[src/shared/cfgho_pkg.sv]
package cfgho_pkg;
  // widths of the masked critical inputs and of the request tag
  localparam int unsigned CRIT_W = 4;
  localparam int unsigned TAG_W = 8;
  // levels after reset
  localparam logic RST_STAGE2 = 1'b0;
  localparam logic RST_REQ = 1'b0;
  localparam logic RST_GNT = 1'b0;
  localparam logic RST_REL = 1'b0;
  localparam logic [3:0] RST_CRIT = 4'h0;
  // start of the reset stretch count; the core stays in reset for one cycle more than this after reset_n_in rises
  localparam logic [3:0] CORE_RST_CYC = 4'h4;
  // cycles the user arbiter waits before asking for release
  localparam logic [7:0] REL_HOLD_CYC = 8'h10;
  // answer kinds of a tlp request
  typedef enum logic [1:0] {
    CFGHO_ANS_NONE,
    CFGHO_ANS_UR,
    CFGHO_ANS_USER
  } cfgho_ans_e;
endpackage : cfgho_pkg

[src/shared/cfgho_if.sv]
`timescale 1ns/1ns
interface cfgho_if;
  logic iface_clk;
  logic iface_reset;
  logic link_up;
  logic stage2_loaded;
  logic cap_req;
  logic cap_gnt;
  logic cap_rel;
  logic [cfgho_pkg::CRIT_W-1:0] crit;
  modport core (
    output iface_clk,
    output iface_reset,
    output link_up,
    output stage2_loaded,
    output cap_req,
    input cap_gnt,
    input cap_rel,
    input crit
  );
  modport user (
    input iface_clk,
    input iface_reset,
    input link_up,
    input stage2_loaded,
    input cap_req,
    output cap_gnt,
    output cap_rel,
    output crit
  );
endinterface : cfgho_if

[src/hw/cfgho_core_end.sv]
`timescale 1ns/1ns
// Function
// [RULE_01] mask critical inputs while stage two loads
// [RULE_02] pass inputs through once stage two loaded
// [RULE_03] answer unhandled requests with UR before load
// [RULE_04] after load, flag loaded and forward requests
// [RULE_05] loaded flag: active high level
// [RULE_06] loaded low means isolation, bar accesses UR
// [RULE_07] host system governs loaded flag after load
// [RULE_08] raise cap request when host wants access
// [RULE_09] arbiter grants by raising grant
// [RULE_10] release request answered by dropping request
// [RULE_11] never drive config logic without grant; cfg_owned_out follows the request alone
// [RULE_12] other ports idle while core granted
// [RULE_13] core exclusive until first stage two load
// [RULE_14] single port: grant high, release low
// [RULE_15] synchronous active high interface reset out
// [RULE_16] interface clock is the core clock
// [RULE_17] link up high while link trained
// [RULE_18] bank outputs tristated until loaded
// [RULE_19] grant held until request drops

module cfgho_core_end #(
  parameter int unsigned TAG_W = cfgho_pkg::TAG_W
) (
  input wire logic core_clk_in,
  input wire logic reset_n_in,
  // carrier toward the user end
  cfgho_if.core link,
  // stage two progress, host control of the loaded flag, link training and the host's wish for config access
  input wire logic stage2_done_in,
  input wire logic host_switch_in,
  input wire logic link_trained_in,
  input wire logic host_cfg_want_in,
  // host side config writes and tlp requests
  input wire logic cfg_wr_in,
  input wire logic [31:0] cfg_data_in,
  input wire logic tlp_req_in,
  input wire logic [TAG_W-1:0] tlp_tag_in,
  // masked inputs and answers toward the core
  output logic [cfgho_pkg::CRIT_W-1:0] crit_core_out,
  output logic cfg_wr_out,
  output logic [31:0] cfg_data_out,
  output logic cfg_owned_out,
  output logic ur_valid_out,
  output logic user_req_valid_out,
  output logic [TAG_W-1:0] ans_tag_out
);
  typedef struct packed {
    // reset stretch and interface reset
    logic [3:0] rst_cnt;
    logic iface_reset;
    // load tracking and link state
    logic ever_loaded;
    logic stage2;
    logic link_up;
    // arbitration and config path
    logic cap_req;
    logic cfg_wr;
    logic [31:0] cfg_data;
    // tlp answer path
    logic ur_valid;
    logic user_valid;
    logic [TAG_W-1:0] tag;
  } cfgho_core_s;
  cfgho_core_s st_ff;
  cfgho_core_s nxt_st;

  // request answer decode, used for the answer strobe pair
  function automatic cfgho_pkg::cfgho_ans_e ans_kind(input logic req, input logic loaded);
    if (!req) begin
      ans_kind = cfgho_pkg::CFGHO_ANS_NONE;
    end else if (loaded) begin
      ans_kind = cfgho_pkg::CFGHO_ANS_USER;
    end else begin
      ans_kind = cfgho_pkg::CFGHO_ANS_UR;
    end
  endfunction : ans_kind

  // next value of the reset stretch counter, parks at zero
  function automatic logic [3:0] count_down(input logic [3:0] cnt);
    if (cnt == 4'h0) begin
      count_down = 4'h0;
    end else begin
      count_down = cnt - 4'h1;
    end
  endfunction : count_down

  // a release ask only counts while the grant still stands
  function automatic logic release_asked(input logic rel, input logic gnt);
    release_asked = rel && gnt;
  endfunction : release_asked

  // config traffic passes only while request and grant both stand
  function automatic logic owns_logic(input logic req, input logic gnt);
    owns_logic = req && gnt;
  endfunction : owns_logic

  // answer kind of this cycle's request
  cfgho_pkg::cfgho_ans_e ans;
  // release ask seen this cycle, feeds the request path
  logic rel_now;

  // next state of the whole core end
  always_comb begin
    nxt_st = st_ff;
    ans = ans_kind(tlp_req_in, st_ff.stage2);
    rel_now = release_asked(link.cap_rel, link.cap_gnt); // [RULE_10]

    // reset stretch; output deasserts only after the count runs out
    nxt_st.rst_cnt = count_down(st_ff.rst_cnt);
    nxt_st.iface_reset = (st_ff.rst_cnt != 4'h0); // [RULE_15]

    // first load latches loaded; afterwards the host decides
    if (!st_ff.ever_loaded) begin
      nxt_st.stage2 = stage2_done_in; // [RULE_05]
      nxt_st.ever_loaded = stage2_done_in;
    end else begin
      nxt_st.stage2 = host_switch_in; // [RULE_07]
    end

    // no link flag while the core is still held in reset
    nxt_st.link_up = link_trained_in && !st_ff.iface_reset; // [RULE_17]

    // request follows host wish; a release ask drops it once granted
    nxt_st.cap_req = host_cfg_want_in && !rel_now; // [RULE_08] [RULE_10]

    // config writes only pass while request and grant both stand
    nxt_st.cfg_wr = cfg_wr_in && owns_logic(st_ff.cap_req, link.cap_gnt); // [RULE_11]
    if (cfg_wr_in) begin
      nxt_st.cfg_data = cfg_data_in;
    end

    // isolated core answers UR itself, else user gets it
    nxt_st.ur_valid = 1'b0;
    nxt_st.user_valid = 1'b0;
    case (ans)
      cfgho_pkg::CFGHO_ANS_UR: begin
        nxt_st.ur_valid = 1'b1; // [RULE_03] [RULE_06]
      end
      cfgho_pkg::CFGHO_ANS_USER: begin
        nxt_st.user_valid = 1'b1; // [RULE_04]
      end
      default: begin
        // no request this cycle, both strobes stay low
      end
    endcase

    // tag of the last request stays until the next one
    if (tlp_req_in) begin
      nxt_st.tag = tlp_tag_in;
    end

    // no strobe reaches the config logic or the answer path in reset; data and tag still load
    if (st_ff.iface_reset) begin
      nxt_st.cap_req = 1'b0;
      nxt_st.cfg_wr = 1'b0;
      nxt_st.ur_valid = 1'b0;
      nxt_st.user_valid = 1'b0;
    end
  end

  // one register for the whole state; reset is asynchronous
  always_ff @(posedge core_clk_in or negedge reset_n_in) begin
    if (!reset_n_in) begin
      // each field to its own level; the interface reset starts high
      st_ff.rst_cnt <= cfgho_pkg::CORE_RST_CYC;
      st_ff.iface_reset <= 1'b1;
      st_ff.ever_loaded <= 1'b0;
      st_ff.stage2 <= cfgho_pkg::RST_STAGE2;
      st_ff.link_up <= 1'b0;
      st_ff.cap_req <= cfgho_pkg::RST_REQ;
      st_ff.cfg_wr <= 1'b0;
      st_ff.cfg_data <= '0;
      st_ff.ur_valid <= 1'b0;
      st_ff.user_valid <= 1'b0;
      st_ff.tag <= '0;
    end else begin
      st_ff <= nxt_st;
    end
  end

  // critical inputs from the user side, masked before load
  cfgho_crit_mux #(
    .WIDTH(cfgho_pkg::CRIT_W)
  ) i_cfgho_crit_mux (
    .core_clk_in(core_clk_in),
    .reset_n_in(reset_n_in),
    .sel_user_in(st_ff.stage2), // [RULE_01] [RULE_02]
    .user_in(link.crit),
    .muxed_out(crit_core_out)
  );

  // the interface clock is the core clock itself, no divider
  assign link.iface_clk = core_clk_in; // [RULE_16]
  assign link.iface_reset = st_ff.iface_reset;
  assign link.link_up = st_ff.link_up;
  assign link.stage2_loaded = st_ff.stage2;
  assign link.cap_req = st_ff.cap_req;

  // core side outputs, each straight from its flop
  assign cfg_wr_out = st_ff.cfg_wr;
  assign cfg_data_out = st_ff.cfg_data;
  assign cfg_owned_out = st_ff.cap_req;
  assign ur_valid_out = st_ff.ur_valid;
  assign user_req_valid_out = st_ff.user_valid;
  assign ans_tag_out = st_ff.tag;
endmodule : cfgho_core_end

[src/hw/cfgho_crit_mux.sv]
`timescale 1ns/1ns
// holds critical inputs deasserted until stage two is in place
module cfgho_crit_mux #(
  parameter int unsigned WIDTH = cfgho_pkg::CRIT_W
) (
  input wire logic core_clk_in,
  input wire logic reset_n_in,
  input wire logic sel_user_in,
  input wire logic [WIDTH-1:0] user_in,
  output logic [WIDTH-1:0] muxed_out
);
  typedef struct packed {
    logic [WIDTH-1:0] val;
  } cfgho_mux_s;
  cfgho_mux_s st_ff;
  cfgho_mux_s nxt_st;

  // registered so glitches from unloaded logic never reach the core
  always_comb begin
    nxt_st = st_ff;
    nxt_st.val = sel_user_in ? user_in : '0; // [RULE_01] [RULE_02]
  end

  always_ff @(posedge core_clk_in or negedge reset_n_in) begin
    if (!reset_n_in) begin
      st_ff <= '0;
    end else begin
      st_ff <= nxt_st;
    end
  end

  assign muxed_out = st_ff.val;
endmodule : cfgho_crit_mux

[src/flat_wrapper.sv]
// flat-port wrapper written by rule: the top's interface ports become plain ports
module cfgho_core_end_flat 
#(
  parameter int unsigned TAG_W = cfgho_pkg::TAG_W
)
  (core_clk_in, reset_n_in, stage2_done_in, host_switch_in, link_trained_in, host_cfg_want_in, cfg_wr_in, cfg_data_in, tlp_req_in, tlp_tag_in, crit_core_out, cfg_wr_out, cfg_data_out, cfg_owned_out, ur_valid_out, user_req_valid_out, ans_tag_out, link_iface_clk, link_iface_reset, link_link_up, link_stage2_loaded, link_cap_req, link_cap_gnt, link_cap_rel, link_crit);
  cfgho_if link_i ();
  input wire logic core_clk_in;
  input wire logic reset_n_in;
  input wire logic stage2_done_in;
  input wire logic host_switch_in;
  input wire logic link_trained_in;
  input wire logic host_cfg_want_in;
  input wire logic cfg_wr_in;
  input wire logic [31:0] cfg_data_in;
  input wire logic tlp_req_in;
  input wire logic [TAG_W-1:0] tlp_tag_in;
  output logic [cfgho_pkg::CRIT_W-1:0] crit_core_out;
  output logic cfg_wr_out;
  output logic [31:0] cfg_data_out;
  output logic cfg_owned_out;
  output logic ur_valid_out;
  output logic user_req_valid_out;
  output logic [TAG_W-1:0] ans_tag_out;
  output wire logic [$bits(link_i.iface_clk)-1:0] link_iface_clk;
  output wire logic [$bits(link_i.iface_reset)-1:0] link_iface_reset;
  output wire logic [$bits(link_i.link_up)-1:0] link_link_up;
  output wire logic [$bits(link_i.stage2_loaded)-1:0] link_stage2_loaded;
  output wire logic [$bits(link_i.cap_req)-1:0] link_cap_req;
  input wire logic [$bits(link_i.cap_gnt)-1:0] link_cap_gnt;
  input wire logic [$bits(link_i.cap_rel)-1:0] link_cap_rel;
  input wire logic [$bits(link_i.crit)-1:0] link_crit;
  assign link_iface_clk = link_i.iface_clk;
  assign link_iface_reset = link_i.iface_reset;
  assign link_link_up = link_i.link_up;
  assign link_stage2_loaded = link_i.stage2_loaded;
  assign link_cap_req = link_i.cap_req;
  assign link_i.cap_gnt = link_cap_gnt;
  assign link_i.cap_rel = link_cap_rel;
  assign link_i.crit = link_crit;
  cfgho_core_end #(.TAG_W(TAG_W)) u_core (.core_clk_in(core_clk_in), .reset_n_in(reset_n_in), .link(link_i), .stage2_done_in(stage2_done_in), .host_switch_in(host_switch_in), .link_trained_in(link_trained_in), .host_cfg_want_in(host_cfg_want_in), .cfg_wr_in(cfg_wr_in), .cfg_data_in(cfg_data_in), .tlp_req_in(tlp_req_in), .tlp_tag_in(tlp_tag_in), .crit_core_out(crit_core_out), .cfg_wr_out(cfg_wr_out), .cfg_data_out(cfg_data_out), .cfg_owned_out(cfg_owned_out), .ur_valid_out(ur_valid_out), .user_req_valid_out(user_req_valid_out), .ans_tag_out(ans_tag_out));
endmodule
[config.mk]
export PLATFORM = sky130hd
export DESIGN_NAME = cfgho_core_end_flat
export DESIGN_NICKNAME = d
export VERILOG_FILES = /design/src/shared/cfgho_pkg.sv /design/src/shared/cfgho_if.sv /design/src/hw/cfgho_core_end.sv /design/src/hw/cfgho_crit_mux.sv /design/src/flat_wrapper.sv
export SDC_FILE = /design/constraint.sdc
export NUM_CORES = 1
export LEC_CHECK = 0
export ABC_AREA = 0
export BUFFER_PORTS_ARGS = -buffer_cell sky130_fd_sc_hd__buf_2
export CELL_PAD_IN_SITES_DETAIL_PLACEMENT = 1
export CELL_PAD_IN_SITES_GLOBAL_PLACEMENT = 1
export CORE_UTILIZATION = 40
export CTS_BUF_LIST = sky130_fd_sc_hd__clkbuf_4 sky130_fd_sc_hd__clkbuf_8
export CTS_CLUSTER_DIAMETER = 60
export DETAILED_ROUTE_END_ITERATION = 8
export GPL_ROUTABILITY_DRIVEN = 0
export HOLD_SLACK_MARGIN = 0.12
export PLACE_DENSITY_LB_ADDON = 0.25
export SLEW_MARGIN = 20
export SYNTH_ARGS = -nofsm -noshare
export SYNTH_HDL_FRONTEND = slang
export SYNTH_SLANG_ARGS = --single-unit
[constraint.sdc]
create_clock -name core_clk_in -period 3 [get_ports core_clk_in]
set_input_delay 0.3 -clock core_clk_in [delete_from_list [all_inputs] [get_ports core_clk_in]]
set_output_delay 0.3 -clock core_clk_in [all_outputs]
set_load 0.01 [all_outputs]
== Word level (Yosys, flattened, before mapping) ==
Index checks and enable logic that the tools add are counted.

* $add $sub $neg: 1
* Equality and inequality tests: 2
* Mux-type cells: 10
* Reduce and logical (&&, ||, !) cells: 9

{| class="wikitable"
|+ Operators with widths
! kind !! count
|-
| 2-bit two-way mux || 4
|-
| 4-bit two-way mux || 2
|-
| 1-bit logical AND || 5
|-
| 4-bit logical NOT || 1
|-
| 1-bit two-way mux || 4
|-
| 4-bit nonzero test || 1
|-
| 4-bit by 1-bit subtractor with 4-bit output, second input constant || 1
|-
| 2-bit by 1-bit equality test with 1-bit output, second input constant || 1
|-
| 2-bit equality test, second input constant || 1
|-
| 1-bit logical NOT || 2
|}

* Bits in registers: 56
* Input bits: 54

== Logic depth before layout (Yosys ltp) ==
* Word-level depth: 5
* Depth in mapped cells: 3
* Gate-level depth less buffers: 2

== Modules after synthesis ==
A second synthesis with hierarchy kept.

* Cell total of the unflattened synthesis: 165
* Area, all modules: 2361.0 um^2

{| class="wikitable"
|+ Modules (own cells, without submodules)
! module !! instances !! cells each !! area each (um^2) !! seq. area each (um^2)
|-
| cfgho_core_end || 1 || 157 || 2235.9 || 1303.8
|-
| cfgho_crit_mux || 1 || 8 || 125.1 || 100.1
|}

==> run_results.csv <==
group,metric,value,unit
outcome,status,"finished, final reports clean",
critical_path,r2r_slack,1.69,ns
power_and_ir_drop,sequentialPowerShare,0.486,
routing,dr.first_iter.drc_count,64,
global_routing,grt_util_all_layers,0.180,
synth,yosys_warnings,0,
critical_path,r2r_cells,2,
synth,netlist_top_cells_area,"dfrtp_1 (57%), mux2_2 (20%), buf_4 (13%)",
floorplan,fp.dieArea,6210,sq um
floorplan,design.core.area,5610,sq um
final_layout,fin_area,3230,sq um
timing,slew-limit-headroom,0.510,
power_and_ir_drop,swShare,0.238,
power_and_ir_drop,power.share.combinational,0.156,
critical_path,path_delay_family,"buffers and inverters",
timing,final.setup_skew,0.0111,ns
timing,rsz0062_at_grt,"false",
synth,netlist.top_cell.by_area,"dfrtp_1",
synth,yosys.area.top_type_share,0.572,
critical_path,critical_path_arrival,1.87,ns
routing,dr.pass1.iters,4,
timing,worst-slew-pin-transition,0.735,ns
floorplan,floorplan.initialDensity,0.421,
routing,antenna_violating_nets_post_route,0,
final_layout,proportion_of_layout_cells_with_a_drive_suffix_above_1,0.580,
synth,syn-num-nets,219,
power_and_ir_drop,power_frac_clock,0.358,
global_routing,first_pass_grt_wire_length,8140,um
power_and_ir_drop,p_switching,0.000413,W
min_path,worst_hold_path_type,"primary input to flip-flop",
floorplan,num_rows,27,
final_layout,syn_to_final_growth,36.9,%
cts,clock_latency,0.41,ns
power_and_ir_drop,power_density,536,nW/um^2
timing,setup_tns,0,ns
critical_path,critPathCaptureType,"output port",
critical_path,timing.critical_path.cells,"clkbuf_8 > clkbuf_8 > buf_2",
global_routing,first_global_vias,1649,
routing,viasPerCell,4.54,
critical_path,worst-path-buf-inv,3,
critical_path,critical_path_cell_count,3,
final_layout,num-nets-final,334,
synth,mappedNetlistArea,2360,sq um
timing,setup_viol_count_final,0,
placed_design,count_of_buffers_inserted_at_the_top_level_ports,106,
synth,postSynthAreaPerCell,14.3,sq um
global_routing,remaining_overflow_grt,0,
power_and_ir_drop,cellLeakagePower,1.59,nW
synth,sequential_element_share_of_the_synthesized_area,0.595,
floorplan,die_width,78.8,um
routing,routed-via-count,1602,
synth,synth.distinct_cells,22,
critical_path,crit_type,"clock port to output port",
timing,slew_viol_final,0,
placed_design,dp_hpwl,3140,um
cts,cts.repair.resized,0,
synth,synthesized_flop_and_latch_total,56,
global_routing,maximum_number_of_pins_on_one_net_before_global_route_repair,57,
power_and_ir_drop,irDropWorstVdd,0.283,mV
critical_path,critical_path.slowest_cell,"buf_2",
power_and_ir_drop,internal_power,0.00132,W
final_layout,num_antenna_cells,0,
min_path,min_path_cells,2,
critical_path,critical_path.startpoint_type,"clock port",
routing,detail_route.wirelength,5260,um
routing,detail_route.wl_per_cell,14.9,um
critical_path,required,2.70,ns
cts,clock_pin_slew_on_the_worst_setup_and_hold_paths,0.09,ns
critical_path,critical_path.most_common_cell,"clkbuf_8",
synth,count_of_mapped_cells_out_of_synthesis,165,
floorplan,design.portCount,107,
final_layout,final_core_utilization,0.577,
global_routing,antenna_found_initial,0,
placed_design,dpl.cell_count,297,
routing,drc,0,
floorplan,die_h,78.8,um
timing,hold_viol_final,0,
cts,tritoncts,"yes",
run,cap_viol_max_count,0,
critical_path,critPathMaxStageDelay,0.13,ns
placed_design,detailed_place.area,2630,sq um
critical_path,critical_path_peak_fanout,2,
final_layout,instances_no_fill,353,
[registers in the layout, indices dropped and copies added, names as in the netlist]
register,flops
u_core.st_ff,5
u_core.link.stage2_loaded,1
u_core.link.iface_reset,1
u_core.cfg_wr_out,1
u_core.link.link_up,1
u_core.cfg_owned_out,1
u_core.ans_tag_out,8
u_core.i_cfgho_crit_mux.muxed_out,4
u_core.cfg_data_out,32
u_core.ur_valid_out,1
u_core.user_req_valid_out,1
[power by group through the flow]
stage	clock network (W)	registers [W]	logic, W
floorplan	0.0000275	0.000856	0.000182
global placement	0.0000201	0.000856	0.000219
detailed placement	0.0000201	0.000858	0.000226
CTS	0.000643	0.000843	0.000270
global route	0.000677	0.000853	0.000293
finish	0.000621	0.000844	0.000270
[cell type report]
class	count	area [sq um]
inverters	1	3.75
clock buffers	10	123
multi-input cells	61	594
repair buffers	151	983
clock inverters	2	35.0
fillers	593	2370
well taps	72	90.1
flip-flops and latches	56	1400
[stage by stage]
step                total power [W]  hold WS, ns  setup slack, ns
CTS                         0.00176        0.122            0.836
finish                      0.00173        0.134            0.831
floorplan                   0.00107      0.00441             1.08
global route                0.00182        0.124            0.828
global placement            0.00110        0.401             1.09
detailed placement          0.00110        0.401             1.09
[worst paths after layout]
path,startpoint,to
setup / recovery,core_clk_in,link_iface_clk
hold / removal,tlp_tag_in[5],u_core.ans_tag_out[5]
setup reg to reg,u_core.link.iface_reset,u_core.cfg_owned_out
hold reg to reg,u_core.st_ff[46],u_core.st_ff[46]
max in group asynchronous,reset_n_in,u_core.st_ff[51]
min in group asynchronous,reset_n_in,u_core.cfg_owned_out
[worst register-to-register path, cell delays in order, from the launching register on]
cell,delay [ns]
dfstp_2,0.59
a211oi_1,0.06
dlygate4sd3_1,0.55
[Yosys cell counts, drive strengths merged]
library cell  number
o31a               1
buf               47
or4b               1
o21bai             1
a211oi             1
nor2b              1
nor3b              1
dfstp              2
nand2              2
and4b              1
nor3               1
o21ai              2
or4                1
and2               4
mux2              41
and3b              1
or2                1
dfrtp             54
nor2               1
inv                1
[logic make-up (layout without fill, tap and decap cells)]
kind of cell           after synthesis  count (layout)  synth area share
DFF                                 56              56             0.595
AOI/OAI and AO/OA                    5               5            0.0148
buffers and inverters               48             164             0.154
and+or+nand+nor                     15              15            0.0413
muxes                               41              41             0.196
[repair_timing]
| action | in CTS | in global routing |
|---|---|---|
| buffers inserted | 0 | 0 |
| hold buffers | 43 | 2 |
| endpoints found under the hold margin | 95 | 2 |
[placed cells by master, fill, tap and decap left out, types with 2 or more instances in the layout]
cell type	synthesis	final
buf_2	2	106
dfrtp_1	54	54
dlygate4sd3_1	0	45
mux2_2	41	41
clkbuf_8	0	8
and2_1	4	4
o21ai_0	2	2
nand2_1	2	2
dfstp_2	2	2
[metal layers]
metal | routed length [um] | vias to the layer above | track usage
met5 | 0 | - | 0
li1 | - | 740 | -
met2 | 2890 | 64 | 0.330
met4 | 129 | 0 | 0.0582
met1 | 1860 | 784 | 0.188
met3 | 373 | 14 | 0.0678
Power figures use the tool's default switching activity.
